### config.mk
export PLATFORM = sky130hd
export DESIGN_NAME = dpi_pin_interface
export DESIGN_NICKNAME = d
export VERILOG_FILES = /design/src/rtl/dpi_pin_interface.v
export VERILOG_INCLUDE_DIRS = /design/src /design/src/rtl
export SDC_FILE = /design/constraint.sdc
export NUM_CORES = 1
export LEC_CHECK = 0
export ABC_AREA = 1
export BUFFER_PORTS_ARGS = -buffer_cell sky130_fd_sc_hd__buf_4
export CAP_MARGIN = 10
export CORE_ASPECT_RATIO = 1.25
export CORE_MARGIN = 2
export CORE_UTILIZATION = 42
export CTS_BUF_LIST = sky130_fd_sc_hd__clkbuf_4
export DETAILED_ROUTE_END_ITERATION = 16
export SYNTH_ARGS = -nofsm -noshare
export SYNTH_HDL_FRONTEND = slang
export SYNTH_SLANG_ARGS = --single-unit
### constraint.sdc
create_clock -name clk_i -period 2.35 [get_ports clk_i]
set_clock_uncertainty 0.05 [all_clocks]
set_input_delay 0.235 -clock clk_i [delete_from_list [all_inputs] [get_ports clk_i]]
set_output_delay 0.235 -clock clk_i [all_outputs]
set_load 0.005 [all_outputs]
### src/rtl/dpi_defs.vh
// constants for the ddr sdram device-side pin interface
`ifndef DPI_DEFS_VH
`define DPI_DEFS_VH

// command codes formed as {cs_n, ras_n, cas_n, we_n}
`define DPI_CMD_MRS 4'h0
`define DPI_CMD_REF 4'h1
`define DPI_CMD_PRE 4'h2
`define DPI_CMD_ACT 4'h3
`define DPI_CMD_WRITE 4'h4
`define DPI_CMD_READ 4'h5
`define DPI_CMD_BST 4'h6
`define DPI_CMD_NOP 4'h7

// power states
`define DPI_PWR_ACTIVE 2'h0
`define DPI_PWR_PRE_PD 2'h1
`define DPI_PWR_ACT_PD 2'h2
`define DPI_PWR_SELF 2'h3

// address field positions
`define DPI_AP_BIT_X32 8
`define DPI_AP_BIT_X16 10
`define DPI_ADDR_TOP 12
`define DPI_ADDR_W 13
`define DPI_COL_W 9
`define DPI_BANK_W 2
`define DPI_BANKS 4

// reset values
`define DPI_BANKS_IDLE 4'h0
`define DPI_BEATS_NONE 4'h0

`endif

### src/rtl/dpi_pin_interface.v
// device-side ddr sdram pin interface: command capture, power states, data paths
`timescale 1ns/1ps
`include "dpi_defs.vh"

module dpi_pin_interface #(
  parameter DQ_WIDTH = 32,
  parameter BURST_LEN = 4
) (
  input wire clk_i,
  input wire arst_n_i,
  input wire ck_i,
  input wire ck_n_i,
  input wire cke_i,
  input wire cs_n_i,
  input wire ras_n_i,
  input wire cas_n_i,
  input wire we_n_i,
  input wire [`DPI_BANK_W-1:0] bank_select_i,
  input wire [`DPI_ADDR_W-1:0] addr_i,
  input wire [DQ_WIDTH/8-1:0] lane_write_masks_i,
  input wire [DQ_WIDTH-1:0] dq_i,
  output wire [DQ_WIDTH-1:0] dq_o,
  output wire [DQ_WIDTH-1:0] dq_oe_o,
  input wire [DQ_WIDTH/8-1:0] lane_data_strobes_i,
  output wire [DQ_WIDTH/8-1:0] lane_data_strobes_o,
  output wire [DQ_WIDTH/8-1:0] lane_data_strobes_oe_o,
  output reg cmd_valid_o,
  output reg [3:0] cmd_code_o,
  output reg [`DPI_BANK_W-1:0] cmd_bank_o,
  output reg [`DPI_ADDR_W-1:0] cmd_row_o,
  output reg [`DPI_COL_W-1:0] cmd_col_o,
  output reg cmd_ap_o,
  output reg [`DPI_ADDR_W-1:0] mode_opcode_o,
  output wire [1:0] pwr_state_o,
  output wire [`DPI_BANKS-1:0] bank_open_o,
  output wire wr_valid_o,
  input wire wr_ready_i,
  output wire [DQ_WIDTH-1:0] wr_data_o,
  output wire [DQ_WIDTH/8-1:0] wr_be_o,
  output wire wr_overflow_o,
  input wire rd_valid_i,
  output wire rd_ready_o,
  input wire [DQ_WIDTH-1:0] rd_data_i
);

  localparam LANES = DQ_WIDTH / 8;
  localparam B = DQ_WIDTH + 2 * LANES;
  localparam SW = B + 22;

  // every pin, clock included, passes two flops before use; all share the same delay
  wire [SW-1:0] pins_w;
  reg [SW-1:0] s1_q;
  reg [SW-1:0] s2_q;
  assign pins_w = {ck_i, ck_n_i, cke_i, cs_n_i, ras_n_i, cas_n_i, we_n_i,
                   bank_select_i, addr_i, lane_data_strobes_i, lane_write_masks_i, dq_i};

  always @(posedge clk_i or negedge arst_n_i) begin
    if (!arst_n_i) begin
      s1_q <= {SW{1'b0}};
      s2_q <= {SW{1'b0}};
    end else begin
      s1_q <= pins_w;
      s2_q <= s1_q;
    end
  end

  wire [DQ_WIDTH-1:0] dq_s = s2_q[DQ_WIDTH-1:0];
  wire [LANES-1:0] dm_s = s2_q[DQ_WIDTH +: LANES];
  wire [LANES-1:0] dqs_s = s2_q[DQ_WIDTH+LANES +: LANES];
  wire [`DPI_ADDR_W-1:0] addr_raw = s2_q[B +: `DPI_ADDR_W];
  wire [`DPI_BANK_W-1:0] ba_s = s2_q[B+13 +: `DPI_BANK_W];
  wire [3:0] code_s = s2_q[B+15 +: 4];
  wire cke_s = s2_q[B+19];
  wire cross_hi = s2_q[B+21] & ~s2_q[B+20];

  // x32 has no use for the top address line
  wire [`DPI_ADDR_W-1:0] addr_s;
  assign addr_s = (DQ_WIDTH == 32) ? {1'b0, addr_raw[`DPI_ADDR_TOP-1:0]} : addr_raw;

  function [`DPI_COL_W-1:0] col_of;
    input [`DPI_ADDR_W-1:0] a;
    begin
      if (DQ_WIDTH == 32)
        col_of = {a[9], a[7:0]};
      else
        col_of = a[`DPI_COL_W-1:0];
    end
  endfunction

  function ap_of;
    input [`DPI_ADDR_W-1:0] a;
    begin
      if (DQ_WIDTH == 32)
        ap_of = a[`DPI_AP_BIT_X32];
      else
        ap_of = a[`DPI_AP_BIT_X16];
    end
  endfunction

  reg cross_hi_q;
  reg [LANES-1:0] dqs_q;
  always @(posedge clk_i or negedge arst_n_i) begin
    if (!arst_n_i) begin
      cross_hi_q <= 1'b0;
      dqs_q <= {LANES{1'b0}};
    end else begin
      cross_hi_q <= cross_hi;
      dqs_q <= dqs_s;
    end
  end

  wire ck_rise = cross_hi & ~cross_hi_q;
  wire ck_fall = ~cross_hi & cross_hi_q;

  reg [1:0] pwr_q;
  reg [`DPI_BANKS-1:0] open_q;
  wire awake = (pwr_q == `DPI_PWR_ACTIVE);
  assign pwr_state_o = pwr_q;
  assign bank_open_o = open_q;

  // commands taken on a link clock rise while awake, whatever the gate; chip select is part of the code
  wire take = ck_rise & awake & ~code_s[3];
  wire is_cmd_ref = take & (code_s == `DPI_CMD_REF);

  reg [3:0] wr_left_q;
  reg [3:0] rd_left_q;
  reg wr_ap_q;
  reg rd_ap_q;
  reg [`DPI_BANK_W-1:0] wr_bank_q;
  reg [`DPI_BANK_W-1:0] rd_bank_q;
  wire wr_push;
  wire rd_beat = (ck_rise | ck_fall) & (rd_left_q != `DPI_BEATS_NONE) & awake;
  wire wr_last = wr_push & (wr_left_q == 4'h1);
  wire rd_last = rd_beat & (rd_left_q == 4'h1);

  always @(posedge clk_i or negedge arst_n_i) begin
    if (!arst_n_i) begin
      pwr_q <= `DPI_PWR_ACTIVE;
    end else begin
      case (pwr_q)
        `DPI_PWR_ACTIVE: begin
          if (ck_rise && !cke_s) begin
            if (is_cmd_ref && open_q == `DPI_BANKS_IDLE)
              pwr_q <= `DPI_PWR_SELF;
            else if (open_q != `DPI_BANKS_IDLE)
              pwr_q <= `DPI_PWR_ACT_PD;
            else
              pwr_q <= `DPI_PWR_PRE_PD;
          end
        end
        `DPI_PWR_PRE_PD, `DPI_PWR_ACT_PD: begin
          if (ck_rise && cke_s)
            pwr_q <= `DPI_PWR_ACTIVE;
        end
        `DPI_PWR_SELF: begin
          // the clock may be stopped here, so exit does not wait for a clock edge
          if (cke_s)
            pwr_q <= `DPI_PWR_ACTIVE;
        end
        default: pwr_q <= `DPI_PWR_ACTIVE;
      endcase
    end
  end

  // command decode and bank tracking
  always @(posedge clk_i or negedge arst_n_i) begin
    if (!arst_n_i) begin
      cmd_valid_o <= 1'b0;
      cmd_code_o <= `DPI_CMD_NOP;
      cmd_bank_o <= {`DPI_BANK_W{1'b0}};
      cmd_row_o <= {`DPI_ADDR_W{1'b0}};
      cmd_col_o <= {`DPI_COL_W{1'b0}};
      cmd_ap_o <= 1'b0;
      mode_opcode_o <= {`DPI_ADDR_W{1'b0}};
      open_q <= `DPI_BANKS_IDLE;
      wr_left_q <= `DPI_BEATS_NONE;
      rd_left_q <= `DPI_BEATS_NONE;
      wr_ap_q <= 1'b0;
      rd_ap_q <= 1'b0;
      wr_bank_q <= {`DPI_BANK_W{1'b0}};
      rd_bank_q <= {`DPI_BANK_W{1'b0}};
    end else begin
      cmd_valid_o <= take & (code_s != `DPI_CMD_NOP) & (cke_s | is_cmd_ref);
      if (wr_push)
        wr_left_q <= wr_left_q - 4'h1;
      if (rd_beat)
        rd_left_q <= rd_left_q - 4'h1;
      if (wr_last && wr_ap_q)
        open_q[wr_bank_q] <= 1'b0;
      if (rd_last && rd_ap_q)
        open_q[rd_bank_q] <= 1'b0;
      if (take) begin
        cmd_code_o <= code_s;
        cmd_bank_o <= ba_s;
        cmd_ap_o <= ap_of(addr_s);
        case (code_s)
          `DPI_CMD_ACT: begin
            cmd_row_o <= addr_s;
            open_q[ba_s] <= 1'b1;
          end
          `DPI_CMD_READ: begin
            cmd_col_o <= col_of(addr_s);
            rd_left_q <= BURST_LEN[3:0];
            rd_ap_q <= ap_of(addr_s);
            rd_bank_q <= ba_s;
          end
          `DPI_CMD_WRITE: begin
            cmd_col_o <= col_of(addr_s);
            wr_left_q <= BURST_LEN[3:0];
            wr_ap_q <= ap_of(addr_s);
            wr_bank_q <= ba_s;
          end
          `DPI_CMD_PRE: begin
            if (ap_of(addr_s))
              open_q <= `DPI_BANKS_IDLE;
            else
              open_q[ba_s] <= 1'b0;
          end
          `DPI_CMD_BST: rd_left_q <= `DPI_BEATS_NONE;
          `DPI_CMD_MRS: mode_opcode_o <= addr_s;
          default: cmd_ap_o <= ap_of(addr_s);
        endcase
      end
    end
  end

  // write capture: each lane takes its byte and mask on its own strobe edge
  reg [DQ_WIDTH-1:0] word_q;
  reg [LANES-1:0] be_q;
  reg [LANES-1:0] got_q;
  reg ovf_q;
  wire in_ready;
  wire wr_active = (wr_left_q != `DPI_BEATS_NONE) & awake;
  assign wr_push = wr_active & (&got_q);
  assign wr_overflow_o = ovf_q;
  integer l;

  always @(posedge clk_i or negedge arst_n_i) begin
    if (!arst_n_i) begin
      word_q <= {DQ_WIDTH{1'b0}};
      be_q <= {LANES{1'b0}};
      got_q <= {LANES{1'b0}};
      ovf_q <= 1'b0;
    end else begin
      if (wr_push && !in_ready)
        ovf_q <= 1'b1;
      for (l = 0; l < LANES; l = l + 1) begin
        if (wr_active && (dqs_s[l] ^ dqs_q[l]) && !got_q[l]) begin
          word_q[l*8 +: 8] <= dq_s[l*8 +: 8];
          be_q[l] <= ~dm_s[l];
          got_q[l] <= 1'b1;
        end else if (wr_push || !wr_active) begin
          got_q[l] <= 1'b0;
        end
      end
    end
  end

  // two-entry buffer; a pin burst cannot be paused, so a full buffer drops the word
  reg [DQ_WIDTH-1:0] buf_d_q [0:1];
  reg [LANES-1:0] buf_be_q [0:1];
  reg wp_q;
  reg rp_q;
  reg [1:0] cnt_q;
  wire do_in = wr_push & in_ready;
  wire do_out = wr_valid_o & wr_ready_i;
  assign in_ready = (cnt_q != 2'h2);
  assign wr_valid_o = (cnt_q != 2'h0);
  assign wr_data_o = buf_d_q[rp_q];
  assign wr_be_o = buf_be_q[rp_q];

  always @(posedge clk_i or negedge arst_n_i) begin
    if (!arst_n_i) begin
      buf_d_q[0] <= {DQ_WIDTH{1'b0}};
      buf_d_q[1] <= {DQ_WIDTH{1'b0}};
      buf_be_q[0] <= {LANES{1'b0}};
      buf_be_q[1] <= {LANES{1'b0}};
      wp_q <= 1'b0;
      rp_q <= 1'b0;
      cnt_q <= 2'h0;
    end else begin
      if (do_in) begin
        buf_d_q[wp_q] <= word_q;
        buf_be_q[wp_q] <= be_q;
        wp_q <= ~wp_q;
      end
      if (do_out)
        rp_q <= ~rp_q;
      if (do_in && !do_out)
        cnt_q <= cnt_q + 2'h1;
      else if (do_out && !do_in)
        cnt_q <= cnt_q - 2'h1;
    end
  end

  // read drive: strobe toggles with each beat so edges line up with data
  reg [DQ_WIDTH-1:0] dq_out_q;
  reg dqs_out_q;
  reg drive_q;
  assign rd_ready_o = rd_beat;

  always @(posedge clk_i or negedge arst_n_i) begin
    if (!arst_n_i) begin
      dq_out_q <= {DQ_WIDTH{1'b0}};
      dqs_out_q <= 1'b0;
      drive_q <= 1'b0;
    end else begin
      if (take && code_s == `DPI_CMD_READ) begin
        drive_q <= 1'b1;
        dqs_out_q <= 1'b0;
      end else if (rd_beat) begin
        dq_out_q <= rd_valid_i ? rd_data_i : {DQ_WIDTH{1'b0}};
        dqs_out_q <= ~dqs_out_q;
      end else if ((ck_rise || ck_fall) && rd_left_q == `DPI_BEATS_NONE) begin
        drive_q <= 1'b0;
      end
    end
  end

  wire drv = drive_q & awake;
  assign dq_o = dq_out_q;
  assign dq_oe_o = {DQ_WIDTH{drv}};
  assign lane_data_strobes_o = {LANES{dqs_out_q}};
  assign lane_data_strobes_oe_o = {LANES{drv}};

endmodule

After elaboration in Yosys (flattened, before gate mapping):

Cells that the tools add are included.

* bits in writable memories: 0
* output and inout bits: 160
* input port bits: 98
* bits in read-only memories: 0
* memories kept: 0
* flip-flop bits (word level): 341
* latch bits: 0

* $mul: 0
* reduce and logical (&&, ||, !) cells: 59
* eq/ne operators: 17
* magnitude comparators: 9
* $add $sub $neg: 4
* bitwise operators: 44
* muxes and demuxes: 50
* shifts and indexed selects: 0
* div/mod/pow operators: 0

Operators by type and width (number)
* $mux W32: 5
* $bwmux W64: 1
* $mux W4: 13
* $demux W32 S1: 1
* $logic_and A1 B1 Y1: 22
* $and A1 B1 Y1: 17
* $pmux W4 S2: 2
* $reduce_bool A2 Y1: 8
* $mux W1: 15
* $mux W2: 7
* $reduce_and A2 Y1: 7
* $and A4 B4 Y4: 3
* $eq A4 B1 Y1 const B: 3
* $eq A4 B3 Y1 const B: 3
* $logic_not A4 Y1: 3
* $not A1 Y1: 12
* $not A4 Y4: 3
* $reduce_bool A4 Y1: 3
* $logic_not A1 Y1: 9
* $lt A2 B3 Y1 const B: 3
* $bwmux W8: 1
* $eq A4 B2 Y1 const B: 2
* $sub A4 B1 Y4 const B: 2
* $demux W1 S2: 3
* other kinds (21): 35

Longest topological paths before layout:

Gate-level depths: netlist of run 1.

* depth after elaboration: 14
* depth in mapped cells: 12

Least setup slack after synthesis of run 1:

No wires, ideal clock.

* path type: register -> register
* from: register pwr_q[0], in the netlist pwr_state_o[0]
* to: register cnt_q[1]
* setup time: 131 ps
* slack: 250 ps
* data arrival time: 1919 ps
* stages on the path, launching flop included: 12
* data required time: 2169 ps
* path through: dfrtp_1 > inv_1 > ha_1 > nand2_1 > nor2_4 > buf_2 > nand2_1 > inv_1 > ha_1 > a21oi_1 > o21ai_0 > xor2_1

* word-level cells in the longest chain between the ends: 7
* elaborated cells on any way between the ends: 9
* those cells by class: 1 x mux; 3 x bitwise; 5 x reduce/logical

Ends and longest elaborated chain
* from (decl): line dpi_pin_interface.v:115 `reg [1:0] pwr_q;`
* from (signal assigned): line dpi_pin_interface.v:138 `` pwr_q <= `DPI_PWR_ACTIVE; ``
* from (signal assigned): line dpi_pin_interface.v:144 `` pwr_q <= `DPI_PWR_SELF; ``
* from (signal assigned): line dpi_pin_interface.v:146 `` pwr_q <= `DPI_PWR_ACT_PD; ``
* $logic_not A2 Y1 (*)
* $and A1 B1 Y1 (*): line dpi_pin_interface.v:233 `` wire wr_active = (wr_left_q != `DPI_BEATS_NONE) & awake; ``
* $and A1 B1 Y1 (*): line dpi_pin_interface.v:234 `assign wr_push = wr_active & (&got_q);`
* $and A1 B1 Y1 (*): line dpi_pin_interface.v:265 `wire do_in = wr_push & in_ready;`
* via do_in: line dpi_pin_interface.v:265
* $logic_not A1 Y1: line dpi_pin_interface.v:291 `else if (do_out && !do_in)`
* $logic_and A1 B1 Y1: line dpi_pin_interface.v:291
* $reduce_bool A2 Y1 (no line)
* to (signal assigned): line dpi_pin_interface.v:290 `cnt_q <= cnt_q + 2'h1;`
* to (signal assigned): line dpi_pin_interface.v:292 `cnt_q <= cnt_q - 2'h1;`
* to (decl): line dpi_pin_interface.v:264 `reg [1:0] cnt_q;`

Mark *: on every way through the listed nets, which the timed path passes. The rest lies on a longest branch.
A chain may end at the register's enable or synchronous reset.

Worst setup path in the final report of run 1:

* from: register s2_q[60]
* to: output rd_ready_o

* word-level cells in the longest chain between the ends: 7
* elaborated cells on any way between the ends: 8
* those cells by class: 8 x bitwise

Ends and longest elaborated chain
* from (decl): line dpi_pin_interface.v:53 `reg [SW-1:0] s2_q;`
* from (signal assigned): line dpi_pin_interface.v:60 `s2_q <= {SW{1'b0}};`
* from (signal assigned): line dpi_pin_interface.v:63 `s2_q <= s1_q;`
* $not A1 Y1 (*): line dpi_pin_interface.v:74 `wire cross_hi = s2_q[B+21] & ~s2_q[B+20];`
* $and A1 B1 Y1 (*): line dpi_pin_interface.v:74
* via cross_hi: line dpi_pin_interface.v:74
* $not A1 Y1: line dpi_pin_interface.v:113 `wire ck_fall = ~cross_hi & cross_hi_q;`
* $and A1 B1 Y1: line dpi_pin_interface.v:113
* $or A1 B1 Y1 (*): line dpi_pin_interface.v:132 `` wire rd_beat = (ck_rise | ck_fall) & (rd_left_q != `DPI_BEATS_NONE) & awake; ``
* $and A1 B1 Y1 (*) (2 in series): line dpi_pin_interface.v:132
* to (decl): line dpi_pin_interface.v:42 `output wire rd_ready_o,`

Marks and branches as above.

==> reports/qor.yml, run 1 <==
rsz0062_at_grt: "no"
core_area_um2: 29300
grt_pass1_vias: 9570
setup_violations: 0
cts_buffers: 86
max_freq_ghz: 0.465
drc_errors: 0
first_iter_violations: 424
clockRootBuffer: "clkbuf_4"
met2_usage_pct: 30.2
synth_edf_count: 0
top_usage_layer: "met2"
grt_pass1_wl_mm: 46.9
area_growth_pct: 35.9
fin_tns_setup_ns: 0
synth_top_family_by_area: "simple AND/OR/NAND/NOR gates"
tightest_slew_ns: 0.580
status: "completed"
synth.mux.area_fraction_pct: 0
yosys.cell_count.top_type: "nand2_1"
synth_top_area_cell: "dfrtp_1"
ios: 258
synthTopCellsByArea: "dfrtp_1 (67%), nand2_1 (10%), o21ai_0 (4.8%), inv_1 (2.6%), buf_4 (2.5%)"
synthesis.instances: 1179
fin_crit_ns: 2.15
clkTransAtPathRegs_ns: 0.07
postRouteAntennaNets: 0
p_per_area_nw_per_um2: 948
start_kind: "flop"
place_hpwl_mm: 17.6
cts_sinks: 339
synth-simple-area-share_pct: 14.1
synth-compound-area-share_pct: 9.59
min_path_type: "primary input to flop"
vias: 9139
critPathLaunch: "s2_q[60]$_DFF_PN0_"
synthArstFlopShare_pct: 100
ys.flop_type: "dfrtp_1"
synth-seq-area-share_pct: 67.6
vdd_drop_max_mv: 0.573
synth_area_um2: 12600
wl_mm: 28.5
grt_use_met1_pct: 23.2
wl_per_cell_um: 14.0
synth_adder_area_share_pct: 0.896
ys_seq_elements: 339
dr.pass1.iters: 4
clk_path_buf_depth: 3
cts-htree-levels: 3
synth_warnings: 0
fp.dieW_um: 159
finalHoldViolations: 0
finalCritPeriodShare_pct: 91.5
reg2reg_depth: 11
worst_ep_required_time_ns: 2.07
synth_top_area_share_pct: 66.9
crit_fanout: 2
reg2reg_from: "s2_q[60]$_DFF_PN0_"
whs_ns: 0.140
portBuffers: 254
synth-xor-area-share_pct: 0.697
clk_latency_ns: 0.69
ys_types: 38
grt_overflow_total: 0
slowest_delay_ns: 0.36
endpoint_kind: "output port"
grt_max_degree: 74
use_met3_pct: 7.28
start_util_pct: 42.8
syn_avg_cell_area_um2: 10.7
nets: 1695
crit_end: "rd_ready_o"
die_height_um: 197
tritoncts: "done"
arrival_ns: 1.87
drive_gt1_share_pct: 27.8
dieArea_um2: 31300
max_cap_violations: 0
critPathKind: "flop to output port"
num_rows: 70
drv_slew: 0
synth_common_cells: "nand2_1 (341), dfrtp_1 (336), o21ai_0 (121)"
gp_congestion: 0.788
r2r_end: "dq_o[13]$_DFFE_PN0P_"
antenna_found_initial: 1
via_per_inst: 4.48
track_usage_pct: 18.8
slew_headroom_pct: 61.4
critical-path-slowest-cell: "dfrtp_1"
rrSetupSlack_ns: 0.35
crit_path_cell_trace: "nor2_1, ha_1, inv_1, nand2_1, a21oi_4, buf_4"
p_leak_nw: 8.60
sequential cells by signal, summed over array words and instances, names as in the netlist, 8 cells and up:
name and flops:
cmd_col_o 9, buf_d_q 64, buf_be_q 8, cmd_row_o 12
dq_o 32, mode_opcode_o 12, s1_q 61, s2_q 61
word_q 32
metrics by stage:
stage | cell area [µm²] | power (mW) | util [%] | setup slack [ns] | instances
floorplan | 12600 | 9.60 | - | 0.250 | 1180
global placement | 14700 | 11.2 | 50.1 | 0.317 | 1766
detailed placement | 14700 | 11.3 | 50.1 | 0.286 | 1766
CTS | 17100 | 16.4 | 58.1 | 0.0363 | 2040
global route | 17100 | 17.3 | 58.2 | 0.0151 | 2042
finish | 17100 | 16.2 | 58.2 | 0.200 | 2042
kinds of logic (layout without fill, tap and decap cells):
| family | count (synthesis) | after routing |
|---|---|---|
| simple gates | 431 | 431 |
| buf+inv | 175 | 639 |
| compound gates | 214 | 214 |
| other cells | 1 | 4 |
| fa+ha+maj | 9 | 9 |
| flops | 339 | 339 |
| xor+xnor | 10 | 10 |
power by group:
| group | switching [mW] | internal [mW] |
|---|---|---|
| Sequential | 0.531 | 6.87 |
| Combinational | 2.09 | 1.88 |
| Clock | 2.27 | 2.55 |
critical path: cells and delay by family, from the launching register on:
family / cells / cell delay [ns]
buffers and inverters: 2 / 0.20
DFF: 1 / 0.36
AOI/OAI and AO/OA: 1 / 0.12
adders and majority gates: 1 / 0.27
and+or+nand+nor: 2 / 0.22
layout by cell type (no fill, tap or decap), drive strengths merged, types with 3 or more instances in the layout:
| cell | count |
|---|---|
| a21oi | 39 |
| buf | 276 |
| clkbuf | 119 |
| clkinv | 19 |
| dfrtp | 336 |
| dfstp | 3 |
| dlygate4sd3 | 129 |
| ha | 9 |
| inv | 92 |
| nand2 | 345 |
| nand3 | 15 |
| nand3b | 3 |
| nand4 | 9 |
| nor2 | 56 |
| o21ai | 171 |
| xor2 | 8 |
per-layer routing:
metal | vias up | routed length [µm]
met4 | 0 | 517
met5 | - | 0
li1 | 4552 | -
met2 | 273 | 13500
met3 | 43 | 2470
met1 | 4271 | 12100
what timing repair did:
action / CTS / global route
hold buffers: 129 / 0
endpoints found under the setup margin: 37 / 44
buffers inserted: 1 / 0
endpoints found under the hold margin: 431 / 0
pin swaps: 0 / 0
resized for setup: 4 / 4
layout make-up:
class                      count  area [µm²]
antenna                        2        5.00
clock buffer                 119         893
clock inverter                25         156
fill                        2516       12300
inverter                      90         338
multi-input combinational    666        3200
sequential                   339        8490
tap                          396         495
timing repair buffer         405        3500
how the worst min path moves through the flow:
stage / slack [ns] / startpoint / cells past startpoint / endpoint
after global routing: 0.06 / addr_i[1] / 2 / s1_q[41]$_DFF_PN0_
after detailed placement: 0.20 / arst_n_i / 1 / word_q[6]$_DFFE_PN0P_
after global placement: 0.20 / arst_n_i / 1 / s2_q[6]$_DFF_PN0_
final: 0.14 / addr_i[5] / 2 / s1_q[45]$_DFF_PN0_
after CTS: 0.05 / addr_i[4] / 2 / s1_q[44]$_DFF_PN0_
after floorplan: -0.11 / arst_n_i / 0 / bank_open_o[0]$_DFF_PN0_
No activity file was read; power rests on OpenSTA's default activity.
==> run 2, diff against run 1 <==
- PLACE_DENSITY: unset -> 0.66
- clock period: 2.35 -> 1.8 ns (I/O delays scaled with it)
==> run 2 against run 1 <==
The run now ends with negative setup slack left. Total power increased by 52%. Clock power increased by 33%. Worst hold slack got worse by 0.070 ns. Non-clock buffer count increased by 105. Critical path type unchanged. Highest routed layer is now met5.
==> reports/qor.yml, run 2 (synthesis results as in run 1) <==
start_util_pct: 42.8  # unchanged
grt_max_degree: 73  # -1.4%
slowest_delay_ns: 0.40  # +0.04 ns
start_kind: "flop"
finalWorstSetupSlack_ns: -0.319  # -0.519 ns
place_hpwl_mm: 18.0  # +2.4%
grt_overflow_total: 0  # unchanged
largest_reg_flops: 64  # unchanged
crit_fanout: 2  # unchanged
track_usage_pct: 21.0  # +2.1 points
arrival_ns: 1.89  # +0.02 ns
fin_tns_setup_ns: -31.09  # -31.09 ns
vdd_drop_max_mv: 0.713  # +25%
p_leak_nw: 10.2  # +19%
clk_path_buf_depth: 3  # unchanged
top_register: "buf_d_q"
swShare_pct: 33.3  # +3.0 points
reg2reg_depth: 11  # unchanged
max_freq_ghz: 0.472
fp.dieW_um: 159  # unchanged
clkTransAtPathRegs_ns: 0.07  # about the same
crit_path_cell_trace: "nor2_4, ha_4, inv_2, nand2_2, a21oi_4, buf_6, buf_6"
critPathLaunch: "s2_q[60]$_DFF_PN0_"
ios: 258  # unchanged
setup_violations: 191  # +191
crit_top_cell: "buf_6"
max_cap_violations: 0  # unchanged
cts-htree-levels: 3  # unchanged
final_common_cell: "dfrtp_1"
slew_headroom_pct: 62.3  # +0.98 points
wl_mm: 41.5  # +45%
clockRootBuffer: "clkbuf_4"
die_height_um: 197  # unchanged
nets: 1803  # +6.4%
status: "finished, violations left"
drive_gt1_share_pct: 47.5  # +20 points
comb_power_share_pct: 33.7  # +9.2 points
dr.pass1.iters: 5  # +1
core_area_um2: 29300  # unchanged
grt_pass1_wl_mm: 51.7  # +10%
p_clk_share_pct: 26.2  # -3.6 points
crit_buf_inv: 3  # +1
postRouteAntennaNets: 0  # unchanged
power.total_mw: 24.6  # +52%
p_per_area_nw_per_um2: 1200  # +27%
tightest_slew_ns: 0.564  # -0.0160 ns
critPathKind: "flop to output port"
dieArea_um2: 31300  # unchanged
violations: "negative setup slack"
reg2reg_from: "pwr_state_o[1]$_DFFE_PN0P_"
fin_crit_ns: 2.12
portBuffers: 254  # unchanged
first_iter_violations: 539  # +27%
endpoint_kind: "output port"
grt_pass1_vias: 10400  # +9.1%
drv_slew: 0  # unchanged
wl_per_cell_um: 19.3  # +38%
min_path_type: "primary input to flop"
seqPwrFrac_pct: 40.1  # -5.6 points
antenna_found_initial: 4  # +3
via_per_inst: 4.93  # +10%
area_growth_pct: 63.1
tritoncts: "done"
mostFrequentLayoutCells: "dfrtp_1 (335), buf_4 (214), nand2_1 (141), dlygate4sd3_1 (128), clkbuf_4 (116)"
cts_sinks: 339  # unchanged
vias: 10600  # +16%
cts_buffers: 85  # -1.2%
p_sw_mw: 8.18  # +67%
cp.depth: 7  # +1
holdPathStages: 2  # unchanged
min_from: "addr_i[7]"
rsz0062_at_grt: "yes"
intPower_mw: 16.4  # +45%
whs_ns: 0.0704  # -0.0701 ns
finalCritPeriodShare_pct: 118
worst_ep_required_time_ns: 1.57  # -0.50 ns
drc_errors: 0  # unchanged
finalHoldViolations: 0  # unchanged
critical-path-slowest-cell: "dfrtp_1"
clk_latency_ns: 0.72  # +0.03 ns
cp_top_family: "flip-flops"
num_rows: 70  # unchanged
gp_congestion: 0.839  # +6.4%
top_regs: "buf_d_q x64, s1_q x61, s2_q x61"
## run 2: changes by cell type in the layout (fill, tap and decap cells not counted), sizes merged, moves of 2 or more
| cell | delta |
|---|---|
| nand3b | +2 |
| diode | +2 |
| clkbuf | +21 |
| clkinv | +5 |
| nand2 | +2 |
| buf | +82 |
## run 2: worst register-to-register path, cell delays in order (launching register included)
cell and delay, ns:
dfrtp_1 0.39, inv_2 0.09, ha_4 0.15, buf_6 0.10, buf_6 0.12, nand2_4 0.07
nor2_4 0.16, buf_6 0.16, nand3b_4 0.25, clkbuf_16 0.30, nand2_2 0.06, o21ai_1 0.07
## run 2: power by group through the flow
stage / sequential [mW] / combinational [mW] / clock [mW]
finish: 9.86 / 8.30 / 6.43
global route: 9.99 / 8.89 / 7.02
global placement: 9.76 / 5.03 / 0
detailed placement: 9.78 / 5.18 / 0
CTS: 9.69 / 7.00 / 6.49
floorplan: 9.69 / 2.93 / 0
## run 2: per-stage QoR
stage	instances	utilization [%]	cell area, µm²	setup slack, ns
after global placement	1785	50.8	14900	0.000479
after floorplan	1180	-	12600	-0.0128
after CTS	2089	62.1	18200	-0.392
after global routing	2152	69.8	20500	-0.461
final	2153	69.8	20500	-0.319
after detailed placement	1785	50.8	14900	-0.0170
## run 2: final timing paths
kind / to / slack (ns)
max: rd_ready_o / -0.32
min: s1_q[47]$_DFF_PN0_ / 0.07
max reg2reg: buf_d_q[32]$_DFFE_PN0P_ / -0.25
min reg2reg: s2_q[54]$_DFF_PN0_ / 0.28
max in group asynchronous: s1_q[21]$_DFF_PN0_ / 0.46
min in group asynchronous: buf_d_q[34]$_DFFE_PN0P_ / 0.51
## run 2: layout make-up
cell class,instances,area (µm²)
clock buffers,116,871
inverters,90,360
well taps,396,495
multi-input cells,670,4580
flip-flops and latches,339,8490
clock inverters,28,165
repair buffers,510,5520
diodes,4,10.0
fillers,1894,8850
## run 2: routing by layer
metal	up-vias	track usage [%]	wire length, µm
met5	-	0	15
met4	2	8.61	2590
met3	189	7.66	3380
met2	470	34.7	21000
met1	5157	24.6	14500
li1	4799	-	-
## run 2: what timing repair did
action,4_1_cts,5_1_grt
endpoints found under the setup margin,75,219
hold buffers,128,0
cloned,12,44
pin swaps,29,37
hold endpoints to repair,433,0
resized for setup,151,459
setup buffers,21,27
==> run 3, diff against run 2 <==
- CORE_ASPECT_RATIO: 1.25 -> 1.5
==> run 3 against run 2 <==
The flow still finishes with violations (negative setup slack). Combinational power increased by 3.5%. Wire length rose by 5.9%. Clock-buffer cell count is 8 higher. Total power is 2.9% higher. Register-to-register slack got worse by 0.05 ns. Non-clock buffer count increased by 37. Maximum frequency rose by 0.34%. Final cell count increased by 1.3%. Setup slack gained 0.0071 ns. Global-route usage increased by 0.41 points. Critical path depth is the same. Via count up 1.8%.
==> reports/qor.yml, run 3 (synthesis results as in run 1) <==
largest_reg_flops: 64  # unchanged
reg2reg_depth: 12  # +1
cts-htree-levels: 3  # unchanged
min_path_type: "primary input to flop"
place_area_um2: 14900  # -0.16%
drive_gt1_share_pct: 47.8  # +0.27 points
ios: 258  # unchanged
tritoncts: "done"
finalWorstSetupSlack_ns: -0.312  # +0.00711 ns
crit_buf_inv: 5  # +2
p_per_area_nw_per_um2: 1190  # -0.96%
area_growth_pct: 69.4
nets: 1839  # +2.0%
power.total_mw: 25.3  # +2.9%
start_kind: "flop"
worst_ep_required_time_ns: 1.57  # about the same
crit_path_cell_trace: "inv_2, ha_4, nand2_4, inv_8, buf_12, clkbuf_16, buf_4"
holdPathStages: 2  # unchanged
vias: 10800  # +1.8%
top_register: "buf_d_q"
dr.pass1.iters: 5  # unchanged
grt_pass1_wl_mm: 53.8  # +4.1%
r2r_end: "buf_d_q[20]$_DFFE_PN0P_"
wl_per_cell_um: 20.2  # +4.5%
finalCritPeriodShare_pct: 117  # -0.40 points
wl_mm: 44.0  # +5.9%
drc_errors: 0  # unchanged
grt_pass1_vias: 10900  # +3.9%
whs_ns: 0.0483  # -0.0220 ns
arrival_ns: 1.88  # about the same
antenna_found_initial: 4  # unchanged
first_iter_violations: 449  # -17%
die_height_um: 216  # +9.4%
finalHoldViolations: 0  # unchanged
fp.dieW_um: 145  # -8.5%
design_area_um2: 21300  # +3.9%
clkTransAtPathRegs_ns: 0.06  # about the same
cts_sinks: 339  # unchanged
cp_top_family: "buffers and inverters"
tightest_slew_ns: 0.512  # -0.0515 ns
start_util_pct: 42.6  # -0.20 points
placedCellCount: 1781  # -0.22%
via_per_inst: 4.95  # +0.43%
max_freq_ghz: 0.474  # +0.34%
place_hpwl_mm: 18.0  # about the same
postRouteAntennaNets: 0  # unchanged
portBuffers: 254  # unchanged
cts_buffers: 83  # -2.4%
final_common_cell: "dfrtp_1"
top_regs: "buf_d_q x64, s1_q x61, s2_q x61"
drv_slew: 0  # unchanged
core_area_um2: 29500  # +0.48%
violations: "negative setup slack"
min_from: "dq_i[13]"
whs_endpoint: "s1_q[13]$_DFF_PN0_"
status: "finished, violations left"
p_leak_nw: 10.5  # +2.7%
vdd_drop_max_mv: 1.18  # +66%
max_cap_violations: 0  # unchanged
num_rows: 77  # +10%
dieArea_um2: 31300  # about the same
rrSetupSlack_ns: -0.30  # -0.05 ns
clockRootBuffer: "clkbuf_4"
rsz0062_at_grt: "yes"
gp_congestion: 0.745  # -11%
grt_max_degree: 73  # unchanged
fin_cells: 2182  # +1.3%
clk_latency_ns: 0.78  # +0.06 ns
mostFrequentLayoutCells: "dfrtp_1 (335), buf_4 (202), dlygate4sd3_1 (173), nand2_4 (134), nand2_1 (128)"
crit_fanout: 4  # +2
critical-path-slowest-cell: "dfrtp_1"
cp.depth: 7  # unchanged
grt_overflow_total: 0  # unchanged
track_usage_pct: 21.4  # +0.41 points
critPathKind: "flop to output port"
endpoint_kind: "output port"
clk_path_buf_depth: 3  # unchanged
slowest_delay_ns: 0.40  # about the same
slew_headroom_pct: 65.7  # +3.4 points
setup_violations: 217  # +14%
reg2reg_from: "pwr_state_o[1]$_DFFE_PN0P_"
fin_crit_ns: 2.11  # -0.00711 ns
## run 3: cell types whose count changed in the layout (fill, tap and decap cells not counted), moves of 12 or more
cell           change
nand2_4           +32
nand2_1           -13
dlygate4sd3_1     +45
nand2_2           -22
clkinv_1          -12
buf_4             -12
## run 3: worst max-delay path by stage
| stage | startpoint | to |
|---|---|---|
| final | pwr_state_o[1]$_DFFE_PN0P_ | dq_oe_o[9] |
| after global routing | pwr_state_o[1]$_DFFE_PN0P_ | dq_oe_o[9] |
| after CTS | s2_q[61]$_DFF_PN0_ | rd_ready_o |
| after detailed placement | s2_q[60]$_DFF_PN0_ | dq_o[0]$_DFFE_PN0P_ |
| after global placement | s2_q[61]$_DFF_PN0_ | dq_o[12]$_DFFE_PN0P_ |
| after floorplan | pwr_state_o[1]$_DFFE_PN0P_ | cnt_q[1]$_DFFE_PN0P_ |
## run 3: layout make-up
cell class	count	area, µm²
Sequential cell	339	8490
Multi-Input combinational cell	668	4780
Fill cell	1854	8200
Clock inverter	12	124
Timing Repair inverter	3	36.3
Inverter	90	373
Timing Repair Buffer	547	6050
Clock buffer	124	931
Tap cell	395	494
Antenna cell	4	10.0
## run 3: report_power, final
group | switching, mW | total [mW] | internal (mW)
Combinational | 4.21 | 8.59 | 4.39
Clock | 3.21 | 6.74 | 3.53
Sequential | 0.994 | 9.96 | 8.97
## run 3: repair_timing
action | CTS | global route
hold buffers | 174 | 0
pin swaps | 32 | 29
setup buffers | 18 | 22
endpoints found under the hold margin | 434 | 0
setup endpoints to repair | 75 | 248
cloned | 13 | 46
gates resized for setup | 189 | 514
## run 3: routing by layer
layer / vias up / track usage (%) / share of wire, %
li1: 4857 / - / -
met1: 5305 / 22.4 / 32
met3: 189 / 7.44 / 6.7
met2: 455 / 38.4 / 55
met4: 0 / 9.87 / 6.6
met5: - / 0 / 0
## run 3: stage by stage
step	worst slack, ns	setup TNS (ns)	utilization (%)
4_1_cts	-0.364	-26.30	63.8
3_5_place_dp	0.00738	0	50.5
3_3_place_gp	0.0326	0	50.5
2_1_floorplan	-0.0128	-0.0128	-
6_report	-0.312	-46.40	72.2
5_1_grt	-0.422	-65.56	72.2
## run 3: worst reg2reg max path, delay by kind of cell, from the launching register on
kind | cells | cell delay, ns
compound gates | 1 | 0.06
buf+inv | 6 | 0.80
flops | 1 | 0.40
simple gates | 4 | 0.56
fa+ha+maj | 1 | 0.16
